$ cat src/mpcd_pkg.sv
`default_nettype none
package mpcd_pkg;
	localparam int SPEED_W = 20;
	localparam int POS_W = 22;
	localparam int STATUS_W = 16;
	localparam int REGISTER_ADDRESS_FIELD_W = 24;
	localparam logic [2:0] TOP_WRITE = 3'h0;
	localparam logic [2:0] TOP_READ = 3'h1;
	localparam logic [7:0] CMD_NOP = 8'h00;
	localparam logic [7:0] CMD_RUN = 8'h50;
	localparam logic [7:0] CMD_STEP = 8'h58;
	localparam logic [7:0] CMD_MOVE = 8'h40;
	localparam logic [7:0] CMD_ABSOLUTE_MOVE_CMD = 8'h60;
	localparam logic [7:0] CMD_DIRECTED_ABSOLUTE_MOVE_CMD = 8'h68;
	localparam logic [7:0] CMD_STATUS = 8'hD0;
	localparam logic [7:0] CMD_GO_HOME = 8'h70;
	localparam logic [7:0] CMD_GO_MARK = 8'h78;
	localparam logic [7:0] CMD_RESET_POS = 8'hD8;
	localparam logic [7:0] CMD_RESET_DEV = 8'hC0;
	localparam logic [7:0] CMD_SOFT_STOP = 8'hB0;
	localparam logic [7:0] CMD_HARD_STOP = 8'hB8;
	localparam logic [7:0] CMD_SOFT_HIZ = 8'hA0;
	localparam logic [7:0] CMD_HARD_HIZ = 8'hA8;
	localparam logic [7:0] SWITCH_MASK = 8'hF6;
	localparam logic [7:0] CMD_GO_UNTIL = 8'h82;
	localparam logic [7:0] CMD_RELEASE = 8'h92;
	localparam logic [7:0] DIR_CLR_MASK = 8'hFE;
	localparam logic [1:0] ARG_BYTES = 2'h3;
	localparam logic [1:0] STATUS_BYTES = 2'h2;
	localparam logic [1:0] LEN_NONE = 2'h0;
	localparam logic [2:0] LAST_BIT = 3'h7;
	typedef enum logic [2:0] {
		S_CMD    = 3'h1,
		S_DECODE = 3'h2,
		S_ARG    = 3'h4
	} mpcd_state_e;
endpackage
`default_nettype wire

$ cat src/mpcd_byte_if.sv
`timescale 1ns/1ns
`default_nettype none
interface mpcd_byte_if;
	logic [7:0] rxByte;
	logic       rxValid;
	logic [7:0] txByte;
	logic       txTake;
	modport link (output rxByte, output rxValid, output txTake, input txByte);
	modport core (input rxByte, input rxValid, input txTake, output txByte);
endinterface
`default_nettype wire

$ cat src/mpcd_decoder.sv
`timescale 1ns/1ns
`default_nettype none
module mpcd_decoder (
	input  wire logic                          mclk,
	input  wire logic                          rst_n,
	input  wire logic                          spiSclk,
	input  wire logic                          spiCsN,
	input  wire logic                          spiMosi,
	output logic                               spiMiso,
	output logic                               spiMisoOe,
	output logic [4:0]                         paramAddr,
	input  wire logic [1:0]                    paramLen,
	input  wire logic                          paramWritable,
	input  wire logic                          paramWriteAllowed,
	input  wire logic [mpcd_pkg::REGISTER_ADDRESS_FIELD_W-1:0]  paramRdData,
	output logic                               paramWrEn,
	output logic [mpcd_pkg::REGISTER_ADDRESS_FIELD_W-1:0]       paramWrData,
	input  wire logic [mpcd_pkg::STATUS_W-1:0] statusWord,
	input  wire logic                          busyN,
	input  wire logic                          motorRunning,
	input  wire logic [mpcd_pkg::SPEED_W-1:0]  maxSpeed,
	input  wire logic [mpcd_pkg::SPEED_W-1:0]  minSpeed,
	output logic                               runStart,
	output logic                               moveStart,
	output logic                               goToStart,
	output logic                               goToDirected,
	output logic                               cmdDir,
	output logic [mpcd_pkg::SPEED_W-1:0]       speedCmd,
	output logic [mpcd_pkg::POS_W-1:0]         posCmd,
	output logic                               stepModeFlag,
	output logic                               otherCmdValid,
	output logic [7:0]                         otherCmdByte,
	output logic                               unknownCmdFlag,
	output logic                               refusedCmdFlag
);
	mpcd_byte_if bif ();

	mpcd_spi_byte u_link (
		.mclk      (mclk),
		.rst_n     (rst_n),
		.spiSclk   (spiSclk),
		.spiCsN    (spiCsN),
		.spiMosi   (spiMosi),
		.spiMiso   (spiMiso),
		.spiMisoOe (spiMisoOe),
		.bif       (bif)
	);

	mpcd_pkg::mpcd_state_e          state_r;
	mpcd_pkg::mpcd_state_e          state_nxt;
	logic [7:0]                     cmdByte_r;
	logic [1:0]                     argLeft_r;
	logic [1:0]                     argLeft_nxt;
	logic [15:0]                    argBuf_r;
	logic [23:0]                    argFull;
	logic [23:0]                    respBuf_r;
	logic [1:0]                     respCnt_r;
	logic                           loadResp;
	logic [23:0]                    respData;
	logic [1:0]                     respLen;
	logic                           isNop;
	logic                           isWrite;
	logic                           isRead;
	logic                           isRun;
	logic                           isStep;
	logic                           isMove;
	logic                           isGoTo;
	logic                           isGoToDir;
	logic                           isStatus;
	logic                           isGoUntil;
	logic                           isRelease;
	logic                           isPlain;
	logic                           isMotionPlain;
	logic                           lastArg;
	logic                           unknownSet;
	logic                           refusedSet;
	logic                           flagClear;
	logic                           stepEnter;
	logic                           stepLeave;
	logic                           wrExec;
	logic                           runExec;
	logic                           moveExec;
	logic                           goExec;
	logic                           otherExec;
	logic [mpcd_pkg::SPEED_W-1:0]   speedClamped;

	// command classification
	always_comb
	begin
		isNop = cmdByte_r == mpcd_pkg::CMD_NOP;
		isWrite = cmdByte_r[7:5] == mpcd_pkg::TOP_WRITE && !isNop;
		isRead = cmdByte_r[7:5] == mpcd_pkg::TOP_READ;
		isRun = (cmdByte_r & mpcd_pkg::DIR_CLR_MASK) == mpcd_pkg::CMD_RUN;
		isStep = (cmdByte_r & mpcd_pkg::DIR_CLR_MASK) == mpcd_pkg::CMD_STEP;
		isMove = (cmdByte_r & mpcd_pkg::DIR_CLR_MASK) == mpcd_pkg::CMD_MOVE;
		isGoTo = cmdByte_r == mpcd_pkg::CMD_ABSOLUTE_MOVE_CMD;
		isGoToDir = (cmdByte_r & mpcd_pkg::DIR_CLR_MASK) == mpcd_pkg::CMD_DIRECTED_ABSOLUTE_MOVE_CMD;
		isStatus = cmdByte_r == mpcd_pkg::CMD_STATUS;
		isGoUntil = (cmdByte_r & mpcd_pkg::SWITCH_MASK) == mpcd_pkg::CMD_GO_UNTIL;
		isRelease = (cmdByte_r & mpcd_pkg::SWITCH_MASK) == mpcd_pkg::CMD_RELEASE;
		isMotionPlain = isRelease || cmdByte_r == mpcd_pkg::CMD_GO_HOME
			|| cmdByte_r == mpcd_pkg::CMD_GO_MARK;
		isPlain = isMotionPlain || cmdByte_r == mpcd_pkg::CMD_RESET_POS
			|| cmdByte_r == mpcd_pkg::CMD_RESET_DEV || cmdByte_r == mpcd_pkg::CMD_SOFT_STOP
			|| cmdByte_r == mpcd_pkg::CMD_HARD_STOP || cmdByte_r == mpcd_pkg::CMD_SOFT_HIZ
			|| cmdByte_r == mpcd_pkg::CMD_HARD_HIZ;
	end

	assign lastArg = state_r == mpcd_pkg::S_ARG && bif.rxValid && argLeft_r == 2'h1;
	assign argFull = {argBuf_r, bif.rxByte};

	// speed clamp to the configured window
	always_comb
	begin
		speedClamped = argFull[mpcd_pkg::SPEED_W-1:0];
		if (speedClamped > maxSpeed)
		begin
			speedClamped = maxSpeed;
		end
		else if (speedClamped < minSpeed)
		begin
			speedClamped = minSpeed;
		end
	end

	// decode and execution decisions
	always_comb
	begin
		state_nxt = state_r;
		argLeft_nxt = argLeft_r;
		loadResp = 1'b0;
		respData = 24'h000000;
		respLen = mpcd_pkg::LEN_NONE;
		unknownSet = 1'b0;
		refusedSet = 1'b0;
		flagClear = 1'b0;
		stepEnter = 1'b0;
		stepLeave = 1'b0;
		wrExec = 1'b0;
		runExec = 1'b0;
		moveExec = 1'b0;
		goExec = 1'b0;
		otherExec = 1'b0;
		unique case (state_r)
			mpcd_pkg::S_CMD:
			begin
				if (bif.rxValid)
				begin
					state_nxt = mpcd_pkg::S_DECODE;
				end
			end
			mpcd_pkg::S_DECODE:
			begin
				state_nxt = mpcd_pkg::S_CMD;
				if (isNop)
				begin
					state_nxt = mpcd_pkg::S_CMD;
				end
				else if (isWrite)
				begin
					if (paramLen == mpcd_pkg::LEN_NONE || !paramWritable)
					begin
						unknownSet = 1'b1;
					end
					else
					begin
						state_nxt = mpcd_pkg::S_ARG;
						argLeft_nxt = paramLen;
					end
				end
				else if (isRead)
				begin
					if (paramLen == mpcd_pkg::LEN_NONE)
					begin
						unknownSet = 1'b1;
					end
					else
					begin
						loadResp = 1'b1;
						respData = paramRdData << (5'h18 - {paramLen, 3'h0});
						respLen = paramLen;
					end
				end
				else if (isStatus)
				begin
					loadResp = 1'b1;
					respData = {statusWord, 8'h00};
					respLen = mpcd_pkg::STATUS_BYTES;
					flagClear = 1'b1;
				end
				else if (isStep)
				begin
					if (motorRunning)
					begin
						refusedSet = 1'b1;
					end
					else
					begin
						stepEnter = 1'b1;
					end
				end
				else if (isRun || isMove || isGoTo || isGoToDir || isGoUntil)
				begin
					state_nxt = mpcd_pkg::S_ARG;
					argLeft_nxt = mpcd_pkg::ARG_BYTES;
				end
				else if (isPlain)
				begin
					otherExec = 1'b1;
					stepLeave = isMotionPlain;
				end
				else
				begin
					unknownSet = 1'b1;
				end
			end
			mpcd_pkg::S_ARG:
			begin
				if (bif.rxValid)
				begin
					argLeft_nxt = argLeft_r - 2'h1;
				end
				if (lastArg)
				begin
					state_nxt = mpcd_pkg::S_CMD;
					if (isWrite)
					begin
						wrExec = paramWriteAllowed;
						refusedSet = !paramWriteAllowed;
					end
					else if (isRun)
					begin
						runExec = 1'b1;
						stepLeave = 1'b1;
					end
					else if (isMove)
					begin
						moveExec = !motorRunning;
						refusedSet = motorRunning;
						stepLeave = !motorRunning;
					end
					else if (isGoTo || isGoToDir)
					begin
						goExec = busyN;
						refusedSet = !busyN;
						stepLeave = busyN;
					end
					else
					begin
						otherExec = 1'b1;
						stepLeave = 1'b1;
					end
				end
			end
		endcase
	end

	always_ff @(posedge mclk or negedge rst_n)
	begin
		if (!rst_n)
		begin
			state_r <= mpcd_pkg::S_CMD;
			argLeft_r <= 2'h0;
			argBuf_r <= 16'h0000;
			cmdByte_r <= 8'h00;
			paramAddr <= 5'h00;
		end
		else
		begin
			state_r <= state_nxt;
			argLeft_r <= argLeft_nxt;
			if (state_r == mpcd_pkg::S_CMD && bif.rxValid)
			begin
				cmdByte_r <= bif.rxByte;
				paramAddr <= bif.rxByte[4:0];
			end
			if (state_r == mpcd_pkg::S_DECODE)
			begin
				argBuf_r <= 16'h0000;
			end
			else if (state_r == mpcd_pkg::S_ARG && bif.rxValid)
			begin
				argBuf_r <= argFull[15:0];
			end
		end
	end

	// answer buffer, abandoned when a newer answer is loaded
	always_ff @(posedge mclk or negedge rst_n)
	begin
		if (!rst_n)
		begin
			respBuf_r <= 24'h000000;
			respCnt_r <= 2'h0;
		end
		else if (loadResp)
		begin
			respBuf_r <= respData;
			respCnt_r <= respLen;
		end
		else if (bif.txTake && respCnt_r != 2'h0)
		begin
			respBuf_r <= {respBuf_r[15:0], 8'h00};
			respCnt_r <= respCnt_r - 2'h1;
		end
	end

	assign bif.txByte = (respCnt_r != 2'h0) ? respBuf_r[23:16] : 8'h00;

	// command strobes and arguments to the motion core
	always_ff @(posedge mclk or negedge rst_n)
	begin
		if (!rst_n)
		begin
			paramWrEn <= 1'b0;
			paramWrData <= 24'h000000;
			runStart <= 1'b0;
			moveStart <= 1'b0;
			goToStart <= 1'b0;
			goToDirected <= 1'b0;
			cmdDir <= 1'b0;
			speedCmd <= 20'h00000;
			posCmd <= 22'h000000;
			otherCmdValid <= 1'b0;
			otherCmdByte <= 8'h00;
		end
		else
		begin
			paramWrEn <= wrExec;
			runStart <= runExec;
			moveStart <= moveExec;
			goToStart <= goExec;
			otherCmdValid <= otherExec;
			if (wrExec)
			begin
				paramWrData <= argFull;
			end
			if (runExec || (otherExec && isGoUntil))
			begin
				speedCmd <= speedClamped;
			end
			if (moveExec || goExec)
			begin
				posCmd <= argFull[mpcd_pkg::POS_W-1:0];
				goToDirected <= isGoToDir;
			end
			if (runExec || moveExec || stepEnter || (goExec && isGoToDir) || otherExec)
			begin
				cmdDir <= cmdByte_r[0];
			end
			if (otherExec)
			begin
				otherCmdByte <= cmdByte_r;
			end
		end
	end

	// step-input mode, left only by motion commands
	always_ff @(posedge mclk or negedge rst_n)
	begin
		if (!rst_n)
		begin
			stepModeFlag <= 1'b0;
		end
		else if (stepEnter)
		begin
			stepModeFlag <= 1'b1;
		end
		else if (stepLeave)
		begin
			stepModeFlag <= 1'b0;
		end
	end

	// sticky error flags, a set beats the clear
	always_ff @(posedge mclk or negedge rst_n)
	begin
		if (!rst_n)
		begin
			unknownCmdFlag <= 1'b0;
			refusedCmdFlag <= 1'b0;
		end
		else
		begin
			unknownCmdFlag <= unknownSet || (unknownCmdFlag && !flagClear);
			refusedCmdFlag <= refusedSet || (refusedCmdFlag && !flagClear);
		end
	end
endmodule
`default_nettype wire

$ cat src/mpcd_spi_byte.sv
`timescale 1ns/1ns
`default_nettype none
module mpcd_spi_byte (
	input  wire logic  mclk,
	input  wire logic  rst_n,
	input  wire logic  spiSclk,
	input  wire logic  spiCsN,
	input  wire logic  spiMosi,
	output logic       spiMiso,
	output logic       spiMisoOe,
	mpcd_byte_if.link  bif
);
	logic [2:0] sclkSync;
	logic [2:0] csSync;
	logic [1:0] mosiSync;
	logic [7:0] txReg_r;
	logic [7:0] rxReg_r;
	logic [2:0] bitCnt_r;
	logic       sclkRise;
	logic       sclkFall;
	logic       csFall;
	logic       inFrame;

	// two-stage synchronisers, third stage only for edge finding
	always_ff @(posedge mclk or negedge rst_n)
	begin
		if (!rst_n)
		begin
			sclkSync <= 3'h7;
			csSync <= 3'h7;
			mosiSync <= 2'h0;
		end
		else
		begin
			sclkSync <= {sclkSync[1:0], spiSclk};
			csSync <= {csSync[1:0], spiCsN};
			mosiSync <= {mosiSync[0], spiMosi};
		end
	end

	assign inFrame = !csSync[1];
	assign csFall = csSync[2] && !csSync[1];
	assign sclkRise = inFrame && !sclkSync[2] && sclkSync[1];
	assign sclkFall = inFrame && sclkSync[2] && !sclkSync[1];

	// shift out on falling edges, sample on rising edges
	always_ff @(posedge mclk or negedge rst_n)
	begin
		if (!rst_n)
		begin
			txReg_r <= 8'h00;
			rxReg_r <= 8'h00;
			bitCnt_r <= 3'h0;
			spiMiso <= 1'b0;
			spiMisoOe <= 1'b0;
			bif.rxByte <= 8'h00;
			bif.rxValid <= 1'b0;
			bif.txTake <= 1'b0;
		end
		else
		begin
			spiMisoOe <= inFrame;
			bif.rxValid <= 1'b0;
			bif.txTake <= 1'b0;
			if (csFall)
			begin
				txReg_r <= bif.txByte;
				spiMiso <= bif.txByte[7];
				bitCnt_r <= 3'h0;
				bif.txTake <= 1'b1;
			end
			else if (sclkFall)
			begin
				spiMiso <= txReg_r[3'(mpcd_pkg::LAST_BIT - bitCnt_r)];
			end
			else if (sclkRise)
			begin
				rxReg_r <= {rxReg_r[6:0], mosiSync[1]};
				bitCnt_r <= bitCnt_r + 3'h1;
				if (bitCnt_r == mpcd_pkg::LAST_BIT)
				begin
					bif.rxByte <= {rxReg_r[6:0], mosiSync[1]};
					bif.rxValid <= 1'b1;
				end
			end
		end
	end
endmodule
`default_nettype wire
$ cat config.mk
export PLATFORM = sky130hd
export DESIGN_NAME = mpcd_decoder
export DESIGN_NICKNAME = d
export VERILOG_FILES = /design/src/mpcd_pkg.sv /design/src/mpcd_byte_if.sv /design/src/mpcd_decoder.sv /design/src/mpcd_spi_byte.sv
export SDC_FILE = /design/constraint.sdc
export NUM_CORES = 1
export LEC_CHECK = 0
export BUFFER_PORTS_ARGS = -buffer_cell sky130_fd_sc_hd__buf_2
export CAP_MARGIN = 20
export CORE_AREA = 4 4 167 120
export DETAILED_ROUTE_END_ITERATION = 6
export DIE_AREA = 0 0 171 124
export GPL_TIMING_DRIVEN = 0
export HOLD_SLACK_MARGIN = 0.15
export PLACE_DENSITY = 0.79
export SLEW_MARGIN = 30
export SYNTH_ARGS = -nofsm -noshare
export SYNTH_HDL_FRONTEND = slang
export SYNTH_SLANG_ARGS = --single-unit
$ cat constraint.sdc
create_clock -name mclk -period 2.3 [get_ports mclk]
set_clock_uncertainty 0.05 [all_clocks]
set_input_delay 0.345 -clock mclk [delete_from_list [all_inputs] [get_ports mclk]]
set_output_delay 0.345 -clock mclk [all_outputs]
set_load 0.02 [all_outputs]
# == Word-level counts from Yosys, hierarchy flattened ==
# Index checks and enable logic that the tools add are counted.
# word_totals
reg_bits,182
inputBits,91
out_inout_bits,91
elab_cells,272
# classes
addsub,5
n_lt_le_gt_ge,3
eq_ne,32
shifts,1
n_mux,137
bitwise_logic,2
reduce_logical,60
# op_table
cell,n
24-bit two-way mux,8
1-bit two-way mux,90
"8-bit equality test, second input constant",7
20-bit two-way mux,2
3-bit two-way mux,12
16-bit two-way mux,2
2-bit two-way mux,16
"7-bit by 6-bit equality test with 1-bit output, second input constant",4
"8-bit by 7-bit equality test with 1-bit output, second input constant",3
24-bit by 5-bit << shifter with 24-bit output,1
1-bit logical OR,22
20-bit greater-than comparator,1
20-bit < comparator,1
"3-bit inequality test, second input constant",5
1-bit logical AND,14
2-bit nonzero test,7
"6-bit equality test, second input constant",2
1-bit logical NOT,9
3-bit case mux with 3 select lines,1
8-bit logical NOT,1
8-bit two-way mux,1
8-bit AND reduction,1
"3-bit by 1-bit equality test with 1-bit output, second input constant",2
"3-bit equality test, second input constant",2
other kinds (18),26

# == Depth between registers and ports, before layout ==
# Gate-level depths: netlist (run 1).
# depth
ltp_word,19
mapped_depth,10
mapped_depth_nobuf,9

# == Hierarchy ==
# A second synthesis (run 1) with hierarchy kept.
# unflattened
hier_cells,848
hier_area_um2,9183.8
# by_module_without_submodules
mod,instances,cells_per_inst,area_each_um2,seq_area_each_um2
mpcd_decoder,1,754,7708.6,3479.6
mpcd_spi_byte,1,94,1475.2,958.4

# == Least setup slack after synthesis (run 1) ==
# No wires, ideal clock.
# synth_timing
path_kind,reg2reg
start,register u_link.bif.rxByte[2]
end,register speedCmd[10] (netlist name)
setup_time_ps,135
arrival_ps,2198
t_required_ps,2115
slack_ps,-83
stages_incl_launch_ff,10
n_path_buf,1
synth_period_minus_slack_ps,2383
cell_sequence,dfrtp_1 > ha_1 > a211oi_1 > o21ai_0 > a41oi_1 > nor4_1 > nor3_1 > buf_1 > mux2i_1 > o21ai_0
# synth_via
elab_chain_cells,3
elab_cells_between_ends,4
classes_between,order compare (2); mux (2)
# synth_rtl
element,line_no,text
start: declaration,mpcd_byte_if.sv:8,"modport link (output rxByte, output rxValid, output txTake, input txByte);"
start signal: assignment,mpcd_spi_byte.sv:82,"bif.rxByte <= {rxReg_r[6:0], mosiSync[1]};"
20-bit < comparator,mpcd_decoder.sv:120,else if (speedClamped < minSpeed)
20-bit two-way mux,mpcd_decoder.sv:120,
20-bit two-way mux *,mpcd_decoder.sv:116,if (speedClamped > maxSpeed)
end signal: assignment,mpcd_decoder.sv:340,speedCmd <= speedClamped;
end: declaration,mpcd_decoder.sv:28,"output logic [mpcd_pkg::SPEED_W-1:0] speedCmd,"
# Mark *: on every way between the ends. The rest lies on a longest branch, timed or not.
# A chain may end at the register's enable or synchronous reset.

# == Worst setup path in the final report (run 1) ==
# layout_timing
start,register argBuf_r[2]
end,register speedCmd[0] (netlist name)
# layout_via
elab_chain_cells,3
elab_cells_between_ends,4
classes_between,order compare (2); mux (2)
# layout_rtl
element,line_no,text
start: declaration,mpcd_decoder.sv:54,logic [15:0] argBuf_r;
start signal: assignment,mpcd_decoder.sv:283,argBuf_r <= argFull[15:0];
20-bit < comparator,mpcd_decoder.sv:120,
20-bit two-way mux,mpcd_decoder.sv:120,
20-bit two-way mux *,mpcd_decoder.sv:116,
# Marks and branches as above.

==> impl_metrics.tcl, run 1 <==
set metrics [dict create \
    clk_latency_ps 430 \
    avgSynthCellArea_um2 10.5 \
    die_h_um 124 \
    diodes 0 \
    io_pins 182 \
    htree_levels 4 \
    routabilityCongestion 0.891 \
    cp_cell_sequence "buf_4 > ha_1 > nand2_2 > o21ai_1 > a221oi_2 > nor2_2 > nor3_4 > buf_6 > buf_8 > mux2i_4 > o21ai_2" \
    portBuffers 181 \
    die_w_um 171 \
    yosysTopAreaCell "dfrtp_1" \
    die_area_mm2 0.0212 \
    cp.required_ps 2560 \
    placed_area_mm2 0.0104 \
    end_kind "flop" \
    relSlewSlack_pct 51.8 \
    clock_power_share_pct 39.2 \
    maxCapViolations 0 \
    cts_buffer_depth 2 \
    timing.final.crit_share_pct 109 \
    internal_power_mw 5.23 \
    p_comb_share_pct 13.7 \
    synth_edf_count 0 \
    grt_pass1_wl_mm 44.4 \
    nNetsFinal 1292 \
    synthTopCellsByArea "dfrtp_1, mux2_2, ha_1, mux2i_1, nand2_1" \
    power.switching_mw 2.11 \
    ys_seq_elements 177 \
    drc 0 \
    violations "negative setup slack" \
    stdcell_area_mm2 0.0126 \
    ant_nets 0 \
    wl_mm 29.8 \
    fmax_mhz 398 \
    syn-num-nets 998 \
    mostFrequentLayoutCell "buf_2" \
    slew_violations 0 \
    cp-start-kind "flop" \
    outcome "complete, but fails checks" \
    critical-path-top-delay-family "compound AO/OA/AOI/OAI gates" \
    cts-root-buf "clkbuf_16" \
    start_util_pct 48.9 \
    mostFrequentLayoutCells "buf_2, dfrtp_1, nand2_1, mux2_2, buf_4" \
    ys_seq_area_share_pct 48.8 \
    post_route_cells_drive_above_1_share_pct 42.9 \
    cpPeakStageDelay_ps 410 \
    drtIter0Drc 831 \
    avgRoutedWirePerCell_um 21.1 \
    grt_overflow_total 0 \
    cp.arrival_ps 2780 \
    numCtsBuffers 17 \
    grt_pass1_vias 8181 \
    place_ws_ps -563 \
    hold_path_class "primary input to flop" \
    synth_cells 864 \
    swShare_pct 28.7 \
    crit_slowest_cell "dfrtp_2" \
    core-area_mm2 0.0186 \
    yosysTopAreaCellShare_pct 46.8 \
    antenna_found_initial 1 \
    ys.flop_type "dfrtp_1" \
    setup_ws_ps -214 \
    async_reset_ff_share_pct 100 \
    critPathMaxFanout 5 \
    grt_usage_pct 26.8 \
    cts_sinks 177 \
    tightest_slew_ps 723 \
    cts_tree "done" \
    dr.pass1.iters 5 \
    finalSetupViolCount 31 \
    hold_violations 0 \
    grt_setup_unrepaired "true" \
    period_minus_slack_ps 2510 \
    hpwl_mm 18.2 \
    clkTransAtPathRegs_ps 80 \
    grt_max_degree 77 \
    cp.buffers_inverters 3 \
    std_cell_rows 42 \
    synth.cell_area_mm2 0.00910 \
    setup-tns-final_ps -4160 \
    powerDensity_mw_per_mm2 583 \
    peakVddDrop_mv 0.434 \
    area_delta_synth_final_pct 38.5 \
    viasPerCell 6.00 \
    yosys_warnings 0 \
    p_leak_nw 6.50 \
    via_count 8472 \
    path_class "flop to flop" \
    seqPwrFrac_pct 47.0 \
    yosysUniqueCellTypes 67 \
]
[what timing repair did]
item,in CTS,in global routing
hold buffers,29,2
setup endpoints to repair,107,111
gates cloned,5,0
hold endpoints to repair,198,2
setup buffers,48,15
pin swaps,41,36
resized for setup,152,79
[cell type report]
class                           instances  area (µm²)
Multi-Input combinational cell        583        4820
Clock buffer                           17         425
Tap cell                              242         303
Timing Repair Buffer                  279        1870
Fill cell                            1339        6000
Sequential cell                       177        4460
Clock inverter                         15         158
Buffer                                 49         377
Inverter                               51         191
[per-layer routing]
metal	part of all wire [%]	vias up	GRT usage, %
met5	0.024	-	0
met4	3.7	2	9.20
met3	8.6	113	6.35
met2	45	508	40.5
met1	42	4181	38.3
li1	-	3668	-
[final timing paths]
path                                                endpoint  slack (ps)                         start  depth (start not counted)
max in group asynchronous             state_r[0]$_DFFE_PN1P_        1180                         rst_n                          3
worst max-delay path                 speedCmd[0]$_DFFE_PN0P_        -210       argBuf_r[2]$_DFFE_PN0P_                         11
worst min-delay path                 speedCmd[5]$_DFFE_PN0P_         170                   minSpeed[5]                          3
worst max register to register       speedCmd[0]$_DFFE_PN0P_        -210       argBuf_r[2]$_DFFE_PN0P_                         11
min in group asynchronous            otherCmdValid$_DFF_PN0_         310                         rst_n                          2
worst min register to register  u_link.sclkSync[1]$_DFF_PN1_         310  u_link.sclkSync[0]$_DFF_PN1_                          0
[cell usage after synthesis (5+ instances only)]
| cell | n |
|---|---|
| buf_2 | 9 |
| nand2_1 | 101 |
| a22oi_1 | 9 |
| ha_1 | 43 |
| clkbuf_1 | 32 |
| o22ai_1 | 10 |
| buf_1 | 5 |
| nand3_1 | 31 |
| mux2i_1 | 46 |
| mux2_1 | 26 |
| nor3_1 | 9 |
| dfrtp_1 | 170 |
| a32oi_1 | 20 |
| o21ai_0 | 71 |
| nand2b_1 | 14 |
| nor2b_1 | 6 |
| inv_1 | 51 |
| o21ai_1 | 7 |
| nor2_1 | 37 |
| a21oi_1 | 30 |
| and3_1 | 7 |
| buf_4 | 5 |
| mux2_2 | 57 |
| dfstp_2 | 7 |
[flip-flops by register name, summed over array words and instances (netlist names), 4 cells and up]
signal             flops
posCmd                22
argBuf_r              16
u_link.bif.rxByte      8
respBuf_r             24
paramAddr              4
u_link.rxReg_r         7
speedCmd              20
cmdByte_r              4
paramWrData           24
otherCmdByte           8
u_link.txReg_r         8
[per-stage QoR]
step / cells / util (%) / power (mW) / hold slack, ps
global placement: 1287 / 55.4 / 4.26 / 296
CTS: 1400 / 65.7 / 7.26 / 152
finish: 1413 / 67.7 / 7.34 / 169
global route: 1413 / 67.7 / 7.62 / 165
floorplan: 864 / - / 3.96 / -0.591
detailed placement: 1289 / 55.8 / 4.31 / 182
[worst register-to-register path: cells and delay by family (launching register included)]
family	cells	cell delay (ps)
and+or+nand+nor	3	390
DFF	1	410
muxes	1	280
AOI/OAI and AO/OA	3	510
buffers and inverters	3	480
adders and majority gates	1	290
[cells by family (layout without fill, tap and decap cells)]
family	after synthesis	in the layout	synth area share, %
flip-flops	177	177	48.8
multiplexers	132	132	16.0
XOR/XNOR	2	2	0.193
buffers and inverters	104	411	4.79
AND/OR/NAND/NOR	231	231	12.1
AO/OA/AOI/OAI	175	175	12.3
adder cells (fa/ha/maj)	43	43	5.91
[power groups by stage]
| stage | Clock [mW] | Sequential [mW] | Combinational [mW] |
|---|---|---|---|
| after floorplan | 0 | 3.48 | 0.479 |
| after global placement | 0 | 3.48 | 0.781 |
| after detailed placement | 0 | 3.49 | 0.817 |
| after CTS | 2.91 | 3.44 | 0.905 |
| after global routing | 3.05 | 3.48 | 1.10 |
| final | 2.88 | 3.45 | 1.01 |
(Power assumes the default switching activity.)
==> run 2: changes to the inputs <==
- CORE_AREA: 4 4 167 120 -> 4 4 153 111
- DIE_AREA: 0 0 171 124 -> 0 0 157 115
- PLACE_DENSITY: 0.79 -> 0.87
- clock period: 2.3 -> 2.9 ns (I/O delays scaled with it)
==> impl_metrics.tcl, run 2 (synthesis gave the netlist of run 1 again) <==
set metrics [dict create \
    finalSetupViolCount 0 \
    antenna_found_initial 0 \
    clk_latency_ps 430 \
    hpwl_mm 18.3 \
    cts_setup_buffers 0 \
    post_route_cells_drive_above_1_share_pct 29.5 \
    seqCellArea_mm2 0.00444 \
    setup_ws_ps 123 \
    grt_setup_unrepaired "true" \
    dr.pass1.iters 5 \
    grt_use_met1_pct 40.6 \
    slew_violations 0 \
    die_area_mm2 0.0181 \
    top_regs "paramWrData: 24 flops, respBuf_r: 24 flops, posCmd: 22 flops" \
    die_w_um 157 \
    cp-start-kind "flop" \
    end_kind "flop" \
    routabilityCongestion 0.916 \
    hold_violations 0 \
    drc 0 \
    grt_pass1_vias 7568 \
    cts_buffer_depth 2 \
    std_cell_rows 38 \
    dp_cells 1247 \
    diodes 0 \
    ant_nets 0 \
    via_count 7729 \
    wl_mm 24.8 \
    die_h_um 115 \
    use_met2_pct 41.1 \
    mostFrequentLayoutCells "buf_2, dfrtp_1, nand2_1, o21ai_0, mux2_2" \
    fin_cells 1283 \
    place_ws_ps -174 \
    multi_input_area_mm2 0.00425 \
    io_pins 182 \
    fmax_mhz 360 \
    mostFrequentLayoutCell "buf_2" \
    numCtsBuffers 17 \
    maxCapViolations 0 \
    area_delta_synth_final_pct 21.0 \
    power_mw 5.74 \
    cpPeakStageDelay_ps 560 \
    tightest_slew_ps 711 \
    hold_path_class "primary input to flop" \
    cp_cell_sequence "ha_1 > a211oi_1 > o21ai_0 > a41oi_2 > nor4_1 > nor3_1 > clkbuf_4 > mux2i_1 > o21ai_0" \
    fillCellCount 1120 \
    avgRoutedWirePerCell_um 19.4 \
    core-area_mm2 0.0154 \
    peakVddDrop_mv 0.428 \
    critPathMaxFanout 10 \
    grt_pass1_wl_mm 40.0 \
    cp.required_ps 3140 \
    start_util_pct 59.2 \
    cts_tree "done" \
    cts_sinks 177 \
    grt_usage_pct 28.0 \
    path_class "flop to flop" \
    cts-root-buf "clkbuf_16" \
    p_leak_nw 5.91 \
    relSlewSlack_pct 52.4 \
    timing.final.crit_share_pct 95.8 \
    grt_max_degree 72 \
    htree_levels 4 \
    setup-tns-final_ps 0 \
    cp_common_cell "o21ai_0" \
    powerDensity_mw_per_mm2 522 \
    outcome "finished clean" \
    grt_overflow_total 0 \
    drtIter0Drc 732 \
    period_minus_slack_ps 2780 \
    cp.arrival_ps 3020 \
    portBuffers 181 \
    crit_slowest_cell "dfrtp_1" \
    nNetsFinal 1204 \
    grt_use_met3_pct 7.75 \
    clkTransAtPathRegs_ps 70 \
    viasPerCell 6.02 \
    grt-busiest-layer "met2" \
]
## run 2: changes by cell type in the layout (fill, tap and decap cells not counted), moves of 14 or more
cell | previous run | this run
dfrtp_2 | 19 | 3
dlygate4sd3_1 | 31 | 4
clkbuf_1 | 13 | 29
o21ai_0 | 50 | 71
dfrtp_1 | 151 | 167
buf_6 | 16 | 2
buf_4 | 53 | 5
o21ai_2 | 21 | 0
## run 2: area by class of cell
class,instances,share of cell area (%)
sequential,177,40.4
multi-input combinational,583,38.6
timing repair buffer,187,9.19
clock buffer,17,3.87
buffer,53,2.31
tap,200,2.27
inverter,51,1.74
clock inverter,15,1.64
## run 2: worst paths after layout
path                       cells past startpoint                             start                          to  slack, ps
min in group asynchronous                      2                             rst_n   respBuf_r[12]$_DFFE_PN0P_        460
max                                            9  u_link.bif.rxByte[2]$_DFFE_PN0P_     speedCmd[0]$_DFFE_PN0P_        120
max in group asynchronous                      3                             rst_n      state_r[0]$_DFFE_PN1P_       1630
min reg2reg                                    0        u_link.csSync[0]$_DFF_PN1_  u_link.csSync[1]$_DFF_PN1_        310
min                                            3                      maxSpeed[12]    speedCmd[12]$_DFFE_PN0P_        220
max reg2reg                                    9  u_link.bif.rxByte[2]$_DFFE_PN0P_     speedCmd[0]$_DFFE_PN0P_        120
## run 2: repair_timing
action                                  in CTS  in global routing
endpoints found under the setup margin      10                 45
hold buffers                                 4                  0
gates resized for setup                      1                 15
hold endpoints to repair                    54                  0
pin swaps                                    0                  0
## run 2: power breakdown
group	switching [mW]	internal, mW	total (mW)	leakage [nW]
clock	1.09	1.25	2.33	0.299
sequential	0.119	2.62	2.73	2.37
combinational	0.382	0.289	0.671	3.25
total	1.59	4.15	5.74	5.91
## run 2: critical path, delay by kind of cell (launching register included)
family	cells	cell delay, ps
flip-flops	1	560
AND/OR/NAND/NOR	2	330
adder cells (fa/ha/maj)	1	320
buffers and inverters	1	320
AO/OA/AOI/OAI	4	810
multiplexers	1	250
## run 2: metrics by stage
step | util, % | hold slack (ps) | area (µm²)
floorplan | - | 89.4 | 9100
global placement | 66.8 | 296 | 10300
detailed placement | 67.2 | 298 | 10300
CTS | 71.4 | 207 | 11000
global route | 71.7 | 210 | 11000
finish | 71.7 | 221 | 11000
## run 2: layer usage
layer	up-vias	wire (µm)	part of all wire, %
li1	3482	-	-
met1	3794	10800	43
met2	392	11000	44
met3	61	2430	9.8
met4	0	633	2.5
met5	-	0	0
==> run 3: changes to the inputs <==
- RECOVER_POWER: unset -> 50
==> impl_metrics.tcl, run 3 (synthesis gave the netlist of run 1 again) <==
set metrics [dict create \
    outcome "finished clean" \
    power.switching_mw 1.59 \
    p_comb_share_pct 11.6 \
    diodes 0 \
    seqPwrFrac_pct 47.7 \
    powerDensity_mw_per_mm2 524 \
    mostFrequentLayoutCell "dfrtp_1" \
    place_ws_ps -174 \
    relSlewSlack_pct 10.1 \
    cp.arrival_ps 3040 \
    cp-start-kind "flop" \
    cp.required_ps 3180 \
    power_mw 5.73 \
    core-area_mm2 0.0154 \
    grt-busiest-layer "met2" \
    drc 0 \
    viasPerCell 6.01 \
    stdcell_area_mm2 0.0109 \
    grt_usage_pct 28.0 \
    start_util_pct 59.2 \
    grt_setup_unrepaired "true" \
    timing.final.crit_share_pct 95.0 \
    path_class "flop to flop" \
    period_minus_slack_ps 2760 \
    maxCapViolations 0 \
    via_count 7708 \
    io_pins 182 \
    dp_cells 1247 \
    grt_use_met1_pct 40.6 \
    drtIter0Drc 789 \
    swShare_pct 27.7 \
    die_w_um 157 \
    fin_cells 1283 \
    grt_pass1_vias 7568 \
    placed_area_mm2 0.0103 \
    tightest_slew_ps 1350 \
    internal_power_mw 4.14 \
    fmax_mhz 363 \
    portBuffers 181 \
    htree_levels 4 \
    top_regs "paramWrData: 24 flops, respBuf_r: 24 flops, posCmd: 22 flops" \
    grt_overflow_total 0 \
    hold_path_class "primary input to flop" \
    area_delta_synth_final_pct 20.2 \
    die_area_mm2 0.0181 \
    clk_latency_ps 420 \
    peakVddDrop_mv 0.426 \
    critPathMaxFanout 10 \
    std_cell_rows 38 \
    clkTransAtPathRegs_ps 70 \
    numCtsBuffers 17 \
    cts_buffer_depth 2 \
    ant_nets 0 \
    grt_use_met3_pct 7.75 \
    post_route_cells_drive_above_1_share_pct 26.4 \
    hold_violations 0 \
    wl_mm 24.8 \
    avgRoutedWirePerCell_um 19.3 \
    antenna_found_initial 0 \
    dr.pass1.iters 5 \
    cts_sinks 177 \
    clock_power_share_pct 40.7 \
    cts-root-buf "clkbuf_16" \
    end_kind "flop" \
    finalSetupViolCount 0 \
    routabilityCongestion 0.916 \
    nNetsFinal 1204 \
    hpwl_mm 18.3 \
    cts_tree "done" \
    setup_ws_ps 144 \
    slew_violations 0 \
    use_met2_pct 41.1 \
    die_h_um 115 \
    grt_pass1_wl_mm 40.0 \
    p_leak_nw 5.78 \
    grt_max_degree 72 \
    mostFrequentLayoutCells "dfrtp_1, buf_2, nand2_1, o21ai_0, clkbuf_1" \
]
run 3: cell count changes in the layout (fill, tap and decap cells not counted), sizes merged:
cell / previous run / this run
buf: 202 / 169
clkbuf: 51 / 84
run 3: per-stage QoR:
step	TNS, ps	utilization, %	hold WS [ps]
CTS	0	71.4	207
global route	0	71.2	210
detailed placement	-1490	67.2	298
floorplan	0	-	89.4
global placement	-234710	66.8	296
finish	0	71.2	221
run 3: worst paths after layout:
check | cells after the start | from | slack (ps) | endpoint
min in group asynchronous | 2 | rst_n | 780 | respBuf_r[12]$_DFFE_PN0P_
hold reg to reg | 0 | u_link.csSync[0]$_DFF_PN1_ | 310 | u_link.csSync[1]$_DFF_PN1_
setup reg to reg | 10 | paramAddr[2]$_DFFE_PN0P_ | 140 | speedCmd[18]$_DFFE_PN0P_
hold / removal | 3 | maxSpeed[12] | 220 | speedCmd[12]$_DFFE_PN0P_
max in group asynchronous | 3 | rst_n | 520 | argBuf_r[8]$_DFFE_PN0P_
setup / recovery | 10 | paramAddr[2]$_DFFE_PN0P_ | 140 | speedCmd[18]$_DFFE_PN0P_
run 3: area by class of cell:
type | count | area (µm²)
Timing Repair Buffer | 187 | 942
Clock inverter | 15 | 180
Clock buffer | 17 | 425
Buffer | 53 | 254
Sequential cell | 177 | 4440
Inverter | 51 | 191
Multi-Input combinational cell | 583 | 4250
Fill cell | 1139 | 4420
Tap cell | 200 | 250
run 3: repair_timing:
action | 4_1_cts | 5_1_grt
hold endpoints to repair | 54 | 0
hold buffers | 4 | 0
gates resized for setup | 1 | 15
buffers inserted | 0 | 0
setup endpoints to repair | 10 | 45
pin swaps | 0 | 0
run 3: power groups by stage:
stage | combinational (mW) | clock (mW) | sequential [mW]
floorplan | 0.380 | 0 | 2.76
global placement | 0.617 | 0 | 2.76
detailed placement | 0.657 | 0 | 2.77
CTS | 0.667 | 2.37 | 2.73
global route | 0.743 | 2.48 | 2.75
finish | 0.664 | 2.33 | 2.74
run 3: worst max-delay path, cell delays in order, from the launching register on:
cell,delay (ps)
dfrtp_1,400
buf_6,150
nand2b_1,210
or3_1,330
clkbuf_1,210
nor2_1,150
o21ai_1,180
nor2_1,240
clkbuf_1,460
a32oi_1,170
o21ai_0,110
run 3: routing by layer:
layer / vias to the layer above / routed length (µm)
li1: 3489 / -
met1: 3788 / 10900
met2: 376 / 11000
met3: 55 / 2280
met4: 0 / 608
met5: - / 0
